[config.mk]
export PLATFORM = sky130hd
export DESIGN_NAME = port_b_pullup_change_detect
export DESIGN_NICKNAME = d
export VERILOG_FILES = /design/src/shared/port_pin_data_pkg.sv /design/src/apb_reg_slave.sv /design/src/change_detect.sv /design/src/port_b_pullup_change_detect.sv
export SDC_FILE = /design/constraint.sdc
export NUM_CORES = 1
export LEC_CHECK = 0
export BUFFER_PORTS_ARGS = -buffer_cell sky130_fd_sc_hd__clkbuf_2
export CORE_ASPECT_RATIO = 0.75
export CORE_MARGIN = 2
export CORE_UTILIZATION = 49
export DETAILED_ROUTE_END_ITERATION = 16
export PLACE_DENSITY_LB_ADDON = 0.1
export SYNTH_ARGS = -nofsm -noshare
export SYNTH_HDL_FRONTEND = slang
export SYNTH_HIERARCHICAL = 1
export SYNTH_SLANG_ARGS = --single-unit
[constraint.sdc]
create_clock -name clk_i -period 1.8 [get_ports clk_i]
set_clock_uncertainty 0.1 [all_clocks]
set_input_delay 0.18 -clock clk_i [delete_from_list [all_inputs] [get_ports clk_i]]
set_output_delay 0.18 -clock clk_i [all_outputs]
set_load 0.02 [all_outputs]
[src/shared/port_pin_data_pkg.sv]
// port b package: register map, reset values, field positions
// assumes apb with 32-bit data; printed offsets are not all multiples of four, so byte address = 4 * index
package port_pin_data_pkg;
  localparam int unsigned ADDR_W = 12;
  localparam int unsigned PINS = 8;
  // register indices as printed
  localparam logic [ADDR_W-1:0] IDX_PORT_PIN_DATA = 12'h006;
  localparam logic [ADDR_W-1:0] IDX_OPTION_CONTROL = 12'h081;
  localparam logic [ADDR_W-1:0] IDX_PORT_DIRECTION = 12'h086;
  localparam logic [ADDR_W-1:0] IDX_PULLUP_ENABLE = 12'h095;
  localparam logic [ADDR_W-1:0] IDX_CHANGE_DETECT_ENABLE = 12'h096;
  localparam logic [ADDR_W-1:0] IDX_ANALOG_SELECT = 12'h09d;
  // block-local registers
  localparam logic [ADDR_W-1:0] IDX_IRQ_CONTROL = 12'h0a0;
  localparam logic [ADDR_W-1:0] IDX_PERIPH_CONTROL = 12'h0a1;
  localparam logic [ADDR_W-1:0] IDX_IRQ_STATUS = 12'h0a2;
  localparam logic [ADDR_W-1:0] IDX_IRQ_MASK = 12'h0a3;
  localparam int unsigned IDX_SHIFT = 2;
  // reset values
  localparam logic [7:0] RST_OPTION = 8'hff;
  localparam logic [7:0] RST_DIRECTION = 8'hff;
  localparam logic [7:0] RST_PULLUP = 8'hff;
  localparam logic [7:0] RST_CHANGE = 8'hf0;
  localparam logic [7:0] RST_ANALOG = 8'hff;
  localparam logic [7:0] RST_ZERO = 8'h00;
  localparam logic [7:0] RST_MASK = 8'h01;
  // field positions
  localparam int unsigned OPT_PULLUP_DIS = 7;
  localparam int unsigned IRQ_FLAG = 0;
  localparam int unsigned IRQ_PORT_EN = 3;
  localparam int unsigned IRQ_GLOBAL_EN = 7;
  localparam int unsigned ANS_PIN0 = 4;
  localparam int unsigned ANS_PIN1 = 5;
  localparam int unsigned PER_OSC_EN = 0;
  localparam int unsigned PER_SEL_LO = 1;
  localparam int unsigned PER_SEL_HI = 2;
  localparam int unsigned STAT_CHANGE = 0;
  // pin numbers
  localparam int unsigned PIN_CLK = 2;
  localparam int unsigned PIN_CCP = 3;
  localparam int unsigned PIN_SDA = 4;
  localparam int unsigned PIN_OSC = 6;
  // pin 2/3/4 function selects
  typedef enum logic [1:0] {
    FN_PORT = 2'b00,
    FN_PUSH = 2'b01,
    FN_OPEN = 2'b11,
    FN_ALT = 2'b10
  } pin_fn_t;
endpackage : port_pin_data_pkg

[src/apb_reg_slave.sv]
// apb slave front end: decodes word index and produces one-cycle strobes
// assumes an apb master with 32-bit data; answers in the access cycle, no wait states
`timescale 1ns/1ps
`default_nettype none
module apb_reg_slave (
  input wire logic clk_i,
  input wire logic reset_i,
  input wire logic psel_i,
  input wire logic penable_i,
  input wire logic pwrite_i,
  input wire logic [port_pin_data_pkg::ADDR_W+1:0] paddr_i,
  output logic pready_o,
  output logic access_o,
  output logic write_o,
  output logic [port_pin_data_pkg::ADDR_W-1:0] index_o
);
  import port_pin_data_pkg::*;
  assign pready_o = 1'b1;
  assign access_o = psel_i & penable_i;
  assign write_o = psel_i & penable_i & pwrite_i;
  assign index_o = paddr_i[ADDR_W+1:IDX_SHIFT];
endmodule : apb_reg_slave
`default_nettype wire

[src/change_detect.sv]
// change detector: compares monitored inputs with the snapshot from the last port access, read or write
// assumes pin inputs synchronous to clk_i
`timescale 1ns/1ps
`default_nettype none
module change_detect (
  input wire logic clk_i,
  input wire logic reset_i,
  input wire logic [7:0] pin_i,
  input wire logic [7:0] enable_i,
  input wire logic snap_i,
  output logic mismatch_o
);
  import port_pin_data_pkg::*;
  logic [7:0] snap_q;
  always_ff @(posedge clk_i) begin
    if (reset_i) begin
      snap_q <= RST_ZERO;
    end else if (snap_i) begin
      snap_q <= pin_i;
    end
  end
  assign mismatch_o = |((pin_i ^ snap_q) & enable_i); // RL14
endmodule : change_detect
`default_nettype wire

[src/port_b_pullup_change_detect.sv]
// eight-bit port with pull-ups, change detect, analog select and pin sharing
// assumes apb master, pins synchronous to clk_i, peripherals supplied as plain signals
//
// Summary of operation
// RL1: eight read/write pull-up enables, all one after reset.
// RL2: a per-pin change-detect enable, one enables detection on that pin; here only on pins whose direction bit is one.
// RL3: change-detect enables reset to upper four ones, lower four zeros.
// RL4: change interrupt only when global and port-change enables are both set.
// RL5: pin 0 shared with analog input 4 and external interrupt input.
// RL6: pin 1 shared with analog input 5 and serial slave-select input.
// RL7: pins 1 and 0 analog after reset, digital reads give zero.
// RL8: secondary oscillator enable overrides port and pwm c on pin 6.
// RL9: pin 3 serves capture input, compare output or pwm a.
// RL10: pin 2 carries spi clock push-pull or i2c clock open-drain.
// RL11: pin 4 serves spi data input or i2c data open-drain.
// RL12: pull-ups act only while global pull-up disable is clear.
// RL13: pull-up switched off whenever the pin is an output.
// RL14: monitored inputs compared to last-read value, or of mismatches sets flag; here the value is also taken on port writes.
// RL15: while mismatch persists the flag keeps setting; port access ends it.
// RL16: direction one floats the driver, zero drives the output latch.
`timescale 1ns/1ps
`default_nettype none
module port_b_pullup_change_detect (
  input wire logic clk_i,
  input wire logic reset_i,
  // apb
  input wire logic psel_i,
  input wire logic penable_i,
  input wire logic pwrite_i,
  input wire logic [port_pin_data_pkg::ADDR_W+1:0] paddr_i,
  input wire logic [31:0] pwdata_i,
  output logic [31:0] prdata_o,
  output logic pready_o,
  output logic pslverr_o,
  // pins
  input wire logic [7:0] pin_i,
  output logic [7:0] pin_o,
  output logic [7:0] pin_oe_n_o,
  output logic [7:0] pullup_on_o,
  // pin sharing
  output logic analog_in4_o,
  output logic analog_in5_o,
  output logic ext_irq_o,
  output logic slave_select_o,
  input wire logic serial_clk_out_i,
  output logic serial_clk_in_o,
  input wire logic capture_compare_out_i,
  input wire logic capture_compare_oe_i,
  input wire logic pwm_out_a_i,
  output logic capture_compare_pin_o,
  output logic serial_data_in_o,
  input wire logic serial_data_out_i,
  output logic osc_enable_o,
  // interrupt
  output logic port_change_flag_o,
  output logic irq_o
);
  import port_pin_data_pkg::*;

  // ----------------------------------------
  // registers and bus
  // ----------------------------------------
  logic [7:0] latch_q;
  logic [7:0] option_q;
  logic [7:0] dir_q;
  logic [7:0] pullup_q;
  logic [7:0] change_en_q;
  logic [7:0] analog_q;
  logic [7:0] irq_ctl_q;
  logic [7:0] periph_q;
  logic [7:0] status_q;
  logic [7:0] mask_q;
  logic [7:0] rdata_d;
  logic [7:0] rdata_q;
  logic [7:0] pin_read;
  logic [7:0] drive_d;
  logic [7:0] oe_n_d;
  logic access;
  logic setup;
  logic wr;
  logic [ADDR_W-1:0] idx;
  logic mapped;
  logic port_setup;
  logic status_read;
  logic mismatch;
  logic flag_wr;
  pin_fn_t fn_clk;
  pin_fn_t fn_ccp;
  pin_fn_t fn_sda;

  function automatic logic is_mapped(input logic [ADDR_W-1:0] i);
    if (i == IDX_PORT_PIN_DATA) begin
      return 1'b1;
    end else if (i == IDX_OPTION_CONTROL) begin
      return 1'b1;
    end else if (i == IDX_PORT_DIRECTION) begin
      return 1'b1;
    end else if (i == IDX_PULLUP_ENABLE) begin
      return 1'b1;
    end else if (i == IDX_CHANGE_DETECT_ENABLE) begin
      return 1'b1;
    end else if (i == IDX_ANALOG_SELECT) begin
      return 1'b1;
    end else if (i == IDX_IRQ_CONTROL || i == IDX_PERIPH_CONTROL) begin
      return 1'b1;
    end else if (i == IDX_IRQ_STATUS || i == IDX_IRQ_MASK) begin
      return 1'b1;
    end else begin
      return 1'b0;
    end
  endfunction : is_mapped

  // two-bit function field of a shared pin, pins 2 to 4 in ascending field order
  function automatic pin_fn_t fn_field(input logic [7:0] p, input int unsigned pin);
    return pin_fn_t'(p[PER_SEL_LO + $bits(pin_fn_t) * (pin - PIN_CLK) +: $bits(pin_fn_t)]);
  endfunction : fn_field

  apb_reg_slave u_bus (
    .clk_i(clk_i),
    .reset_i(reset_i),
    .psel_i(psel_i),
    .penable_i(penable_i),
    .pwrite_i(pwrite_i),
    .paddr_i(paddr_i),
    .pready_o(pready_o),
    .access_o(access),
    .write_o(wr),
    .index_o(idx)
  );

  assign mapped = is_mapped(idx);
  assign pslverr_o = access & ~mapped;
  assign setup = psel_i & ~penable_i;
  // the snapshot is taken with the read data, so the compare uses what software saw
  assign port_setup = setup & (idx == IDX_PORT_PIN_DATA);
  assign status_read = access & ~pwrite_i & (idx == IDX_IRQ_STATUS);
  assign flag_wr = wr & (idx == IDX_IRQ_CONTROL);

  always_ff @(posedge clk_i) begin
    if (reset_i) begin
      latch_q <= RST_ZERO;
    end else if (wr && idx == IDX_PORT_PIN_DATA) begin
      latch_q <= pwdata_i[7:0];
    end
  end

  always_ff @(posedge clk_i) begin
    if (reset_i) begin
      option_q <= RST_OPTION;
      dir_q <= RST_DIRECTION;
      pullup_q <= RST_PULLUP; // RL1
      change_en_q <= RST_CHANGE; // RL3
      analog_q <= RST_ANALOG; // RL7
      periph_q <= RST_ZERO;
      mask_q <= RST_MASK;
    end else if (wr) begin
      if (idx == IDX_OPTION_CONTROL) begin
        option_q <= pwdata_i[7:0];
      end else if (idx == IDX_PORT_DIRECTION) begin
        dir_q <= pwdata_i[7:0];
      end else if (idx == IDX_PULLUP_ENABLE) begin
        pullup_q <= pwdata_i[7:0]; // RL1
      end else if (idx == IDX_CHANGE_DETECT_ENABLE) begin
        change_en_q <= pwdata_i[7:0]; // RL2
      end else if (idx == IDX_ANALOG_SELECT) begin
        analog_q <= pwdata_i[7:0];
      end else if (idx == IDX_PERIPH_CONTROL) begin
        periph_q <= pwdata_i[7:0];
      end else if (idx == IDX_IRQ_MASK) begin
        mask_q <= pwdata_i[7:0];
      end
    end
  end

  // ----------------------------------------
  // change detection and flags
  // ----------------------------------------
  // only pins whose direction bit is one are compared; pins with direction zero never raise a change
  change_detect u_change (
    .clk_i(clk_i),
    .reset_i(reset_i),
    .pin_i(pin_read),
    .enable_i(change_en_q & dir_q), // RL2
    .snap_i(port_setup),
    .mismatch_o(mismatch)
  );

  // a live mismatch sets the flag even in the cycle software clears it
  always_ff @(posedge clk_i) begin
    if (reset_i) begin
      irq_ctl_q <= RST_ZERO;
    end else begin
      if (flag_wr) begin
        irq_ctl_q <= pwdata_i[7:0];
      end
      if (mismatch) begin
        irq_ctl_q[IRQ_FLAG] <= 1'b1; // RL15
      end
    end
  end

  // sticky status, cleared by reading it; a new event wins over the clear
  // only bits returned to software are cleared, so an event after the setup cycle is kept
  always_ff @(posedge clk_i) begin
    if (reset_i) begin
      status_q <= RST_ZERO;
    end else begin
      if (status_read) begin
        status_q <= status_q & ~rdata_q;
      end
      if (mismatch) begin
        status_q[STAT_CHANGE] <= 1'b1; // RL14
      end
    end
  end

  assign port_change_flag_o = irq_ctl_q[IRQ_FLAG];
  // level interrupt: both enables and an unmasked status bit
  assign irq_o = irq_ctl_q[IRQ_GLOBAL_EN] & irq_ctl_q[IRQ_PORT_EN] & |(status_q & mask_q); // RL4

  // ----------------------------------------
  // pin input path
  // ----------------------------------------
  always_comb begin
    pin_read = pin_i;
    pin_read[0] = pin_i[0] & ~analog_q[ANS_PIN0]; // RL7
    pin_read[1] = pin_i[1] & ~analog_q[ANS_PIN1]; // RL7
  end

  assign analog_in4_o = analog_q[ANS_PIN0] & pin_i[0]; // RL5
  assign analog_in5_o = analog_q[ANS_PIN1] & pin_i[1]; // RL6
  assign ext_irq_o = pin_read[0]; // RL5
  assign slave_select_o = pin_read[1]; // RL6
  assign serial_clk_in_o = pin_i[PIN_CLK]; // RL10
  assign serial_data_in_o = pin_i[PIN_SDA]; // RL11
  assign capture_compare_pin_o = pin_i[PIN_CCP]; // RL9
  assign osc_enable_o = periph_q[PER_OSC_EN]; // RL8

  // ----------------------------------------
  // pin output path
  // ----------------------------------------
  assign fn_clk = fn_field(periph_q, PIN_CLK);
  assign fn_ccp = fn_field(periph_q, PIN_CCP);
  assign fn_sda = fn_field(periph_q, PIN_SDA);

  always_comb begin
    drive_d = latch_q;
    oe_n_d = dir_q; // RL16
    case (fn_clk)
      FN_PUSH: begin
        drive_d[PIN_CLK] = serial_clk_out_i; // RL10
      end
      FN_OPEN: begin
        drive_d[PIN_CLK] = 1'b0;
        oe_n_d[PIN_CLK] = serial_clk_out_i; // RL10
      end
      default: begin
      end
    endcase
    case (fn_ccp)
      FN_PUSH: begin
        drive_d[PIN_CCP] = capture_compare_out_i; // RL9
        oe_n_d[PIN_CCP] = ~capture_compare_oe_i;
      end
      FN_ALT: begin
        drive_d[PIN_CCP] = pwm_out_a_i; // RL9
        oe_n_d[PIN_CCP] = 1'b0;
      end
      default: begin
      end
    endcase
    case (fn_sda)
      FN_OPEN: begin
        drive_d[PIN_SDA] = 1'b0;
        oe_n_d[PIN_SDA] = serial_data_out_i; // RL11
      end
      FN_PUSH: begin
        oe_n_d[PIN_SDA] = 1'b1; // RL11
      end
      default: begin
      end
    endcase
    if (periph_q[PER_OSC_EN]) begin
      oe_n_d[PIN_OSC] = 1'b1; // RL8
      drive_d[PIN_OSC] = 1'b0;
    end
  end

  always_ff @(posedge clk_i) begin
    if (reset_i) begin
      pin_o <= RST_ZERO;
      pin_oe_n_o <= RST_DIRECTION;
      pullup_on_o <= RST_ZERO;
    end else begin
      pin_o <= drive_d;
      pin_oe_n_o <= oe_n_d; // RL16
      pullup_on_o <= pullup_q & oe_n_d & {PINS{~option_q[OPT_PULLUP_DIS]}}; // RL12 RL13
    end
  end

  // ----------------------------------------
  // read data
  // ----------------------------------------
  always_comb begin
    if (idx == IDX_PORT_PIN_DATA) begin
      rdata_d = pin_read;
    end else if (idx == IDX_OPTION_CONTROL) begin
      rdata_d = option_q;
    end else if (idx == IDX_PORT_DIRECTION) begin
      rdata_d = dir_q;
    end else if (idx == IDX_PULLUP_ENABLE) begin
      rdata_d = pullup_q;
    end else if (idx == IDX_CHANGE_DETECT_ENABLE) begin
      rdata_d = change_en_q;
    end else if (idx == IDX_ANALOG_SELECT) begin
      rdata_d = analog_q;
    end else if (idx == IDX_IRQ_CONTROL) begin
      rdata_d = irq_ctl_q;
    end else if (idx == IDX_PERIPH_CONTROL) begin
      rdata_d = periph_q;
    end else if (idx == IDX_IRQ_STATUS) begin
      rdata_d = status_q;
    end else if (idx == IDX_IRQ_MASK) begin
      rdata_d = mask_q;
    end else begin
      rdata_d = RST_ZERO;
    end
  end

  // ----------------------------------------
  // read data register
  // ----------------------------------------
  // loaded in the setup cycle, so it stands through the whole access phase
  always_ff @(posedge clk_i) begin
    if (reset_i) begin
      rdata_q <= RST_ZERO;
    end else if (setup) begin
      rdata_q <= rdata_d;
    end
  end

  assign prdata_o = {24'h00_0000, rdata_q};
endmodule : port_b_pullup_change_detect
`default_nettype wire

==> metrics.txt <==
Core Area=between 0.01 and 0.015 mm^2; post-synth top area cell=dfxtp_1; mapped cell area=0.00581 mm^2; FF+latch area=0.00240 mm^2; most used cell, CP=buf_4; worst path arrival time=1460 ps; Hold Path Stages=3; DIE AREA=0.0128 mm^2; Max Root-Sink Buffers=2; max incr delay on CP=about 310 ps; Post-synth EDFFs=0; Hold Crit Class=primary input to flip-flop; area share of fa/ha/maj cells after synthesis=0.00431; Layout Cells excl Fill=1002; Reg2Reg Depth=8; CTS tree=done; Util after Layout=0.669; Slew @ Worst Pin=560 ps; Via Count=5498; Syn-to-layout area delta=33.2%; row cnt=34; CTS Root Cell=clkbuf_16; total gr overflow=0; GRT Total Usage=0.316; commonest non-fill, non-tap cell in the layout=dfxtp_1; Cell variety after synth=63; syn avg cell area=around 8.7 um^2; Mapped Cells=approximately 670; Avg WL per Cell=19.5 um; CP Cell Sequence=clkbuf_2 > buf_4 > nor4_4 > buf_12 > nand3_2 > buf_4 > nand4_1 > nor2_1 > buf_4; dominant synthesized flop cell=dfxtp_1; gpl congestion=1.02; crit path max-delay cell type=nor4_4; Clk Latency, worst-skew pair=420 ps; Inserted Clock Buffers=17; share of post-route cells with drive strength above 1=0.310; # nets final=893; final setup fails=0; XOR/XNOR Fraction of Synth Area=0.0121; post-placement cell count=961; Worst Setup Start Kind=primary input; Seq/Total Area, Yosys=0.413; Vias/cell=approximately 5.5; max-slew violation count=0; Crit path required time=~1500 ps; fillers=972; ANT cells=0; First DRT Iteration DRCs=481; DRC=0; Die Wd=130 um; main combinational cell family by area after synthesis=simple AND/OR/NAND/NOR gates; Final Cycle Share=0.968; io pins=132; Max Clk Rate=574 MHz; most frequent cells in the layout=120 x dfxtp_1, 107 x buf_4, 105 x nand2_1; first-pass GRT wire length=29.7 mm; First-pass DRT Iterations=5; H-tree levels=4; post-synthesis simple-gate area fraction=0.247; mux contribution to synthesized area=0.121; final hold violation count=0; CP endpoint kind=primary output; Crit Path Max Fanout=8; post-synthesis async set-or-reset flop share=0; worst hold slack=between 15 and 20 ps; Synth top area share=0.413; area occupied by multi-input gates=between 0.003 and 0.004 mm^2; Buffers on Ports=80; largest net degree at the start of global routing=69; leakage=about 0.0035 uW; max_cap viols=0; CTS Sinks=120; Synth Area in Compound Gates=0.113; crit path kind=primary input to primary output; RSZ-0062 raised after global routing=true; Starting Density=0.502; total power density per cell area=858 mW/mm^2; DP HPWL=14.6 mm; outcome=finished clean; post-route ant nets=0; top post-synthesis cells by area=dfxtp_1 41%, mux2i_1 10%, nand2_1 6.8%; vias in the first global route=5278; Die H=98.3 um; Synth Register Bits=120; Worst-path clk slew=60 ps; slew margin rel.=0.625; number of synthesis warnings=6; drt total wl=19.6 mm; peak supply drop=approximately 0.63 mV; initial antenna violation count=0; Tmin final=1740 ps
-- cell type report --
class | count | share of cell area
Multi-Input combinational cell | 478 | 0.398
Sequential cell | 120 | 0.310
Timing Repair Buffer | 199 | 0.181
Clock buffer | 17 | 0.0550
Tap cell | 162 | 0.0262
Clock inverter | 15 | 0.0236
Inverter | 11 | 0.00534
-- routing by layer --
layer  global-route usage  vias to the layer above  wire [um]
met2                0.466                      232       8440
met1                0.449                     2623       8910
met5                    0                        -          0
met3               0.0805                       40       1740
li1                     -                     2603          -
met4                0.112                        0        499
-- cell families (layout without fill, tap and decap cells) --
kind of cell / after synthesis / in the layout
DFF: 120 / 120
other: 2 / 25
AOI/OAI and AO/OA: 95 / 95
adders and majority gates: 2 / 2
and+or+nand+nor: 283 / 283
buffers and inverters: 94 / 242
muxes: 65 / 65
xor gates and xnor gates: 8 / 8
-- flip-flops by register name, summed over array words and instances (netlist names) --
signal,flops
status_q,8
pullup_q,8
irq_ctl_q,8
mask_q,8
dir_q,8
u_change/snap_q,8
pullup_on_o,8
rdata_q,8
periph_q,8
pin_o,8
change_en_q,8
latch_q,8
analog_q,8
pin_oe_n_o,8
option_q,8
-- critical path: cells and delay by family --
kind	cells	cell delay, ps
buffers and inverters	5	730
AND/OR/NAND/NOR	4	560
-- worst paths after layout --
kind	to	start	slack, ps
worst max register to register	status_q[0]	analog_q[4]	170
worst max-delay path	pslverr_o	paddr_i[11]	60
worst min register to register	latch_q[5]	latch_q[5]	350
worst min-delay path	u_change/snap_q[6]	pin_i[6]	20
-- synth_stat cells, types with 11 or more instances --
master / instances
clkbuf_1: 33
dfxtp_1: 120
nor2b_1: 11
and3_1: 13
o21ai_0: 12
nor3_1: 12
a21oi_1: 21
nand3_1: 26
buf_4: 41
and2_1: 13
nor2_1: 52
mux2i_1: 59
a22oi_1: 15
nand2_1: 106
-- power breakdown --
part	switching (uW)	leakage, uW	total, uW	internal [uW]
logic	312	0.00224	496	184
clock network	1380	0.000291	3480	2100
registers	2.59	0.000969	2660	2660
total	1690	0.00350	6640	4940
-- metrics by stage --
stage / worst slack (ps) / area [um^2] / power [uW] / setup TNS [ps]
floorplan: -138 / 5960 / 3020 / -3070
global placement: -196 / 7000 / 3190 / -5820
detailed placement: -175 / 7000 / 3190 / -6740
CTS: 0.553 / 7670 / 6660 / 0
global route: -12.9 / 7740 / 6840 / -12.9
finish: 58.4 / 7740 / 6640 / 0
-- repair_timing --
action                                  CTS  global route
resized for setup                         2            11
pin swaps                                 1             5
hold buffers                              4             0
setup buffers                             1             6
endpoints found under the setup margin    1             2
hold endpoints to repair                  5             0
Note: power is estimated with default switching activity, not from simulation.
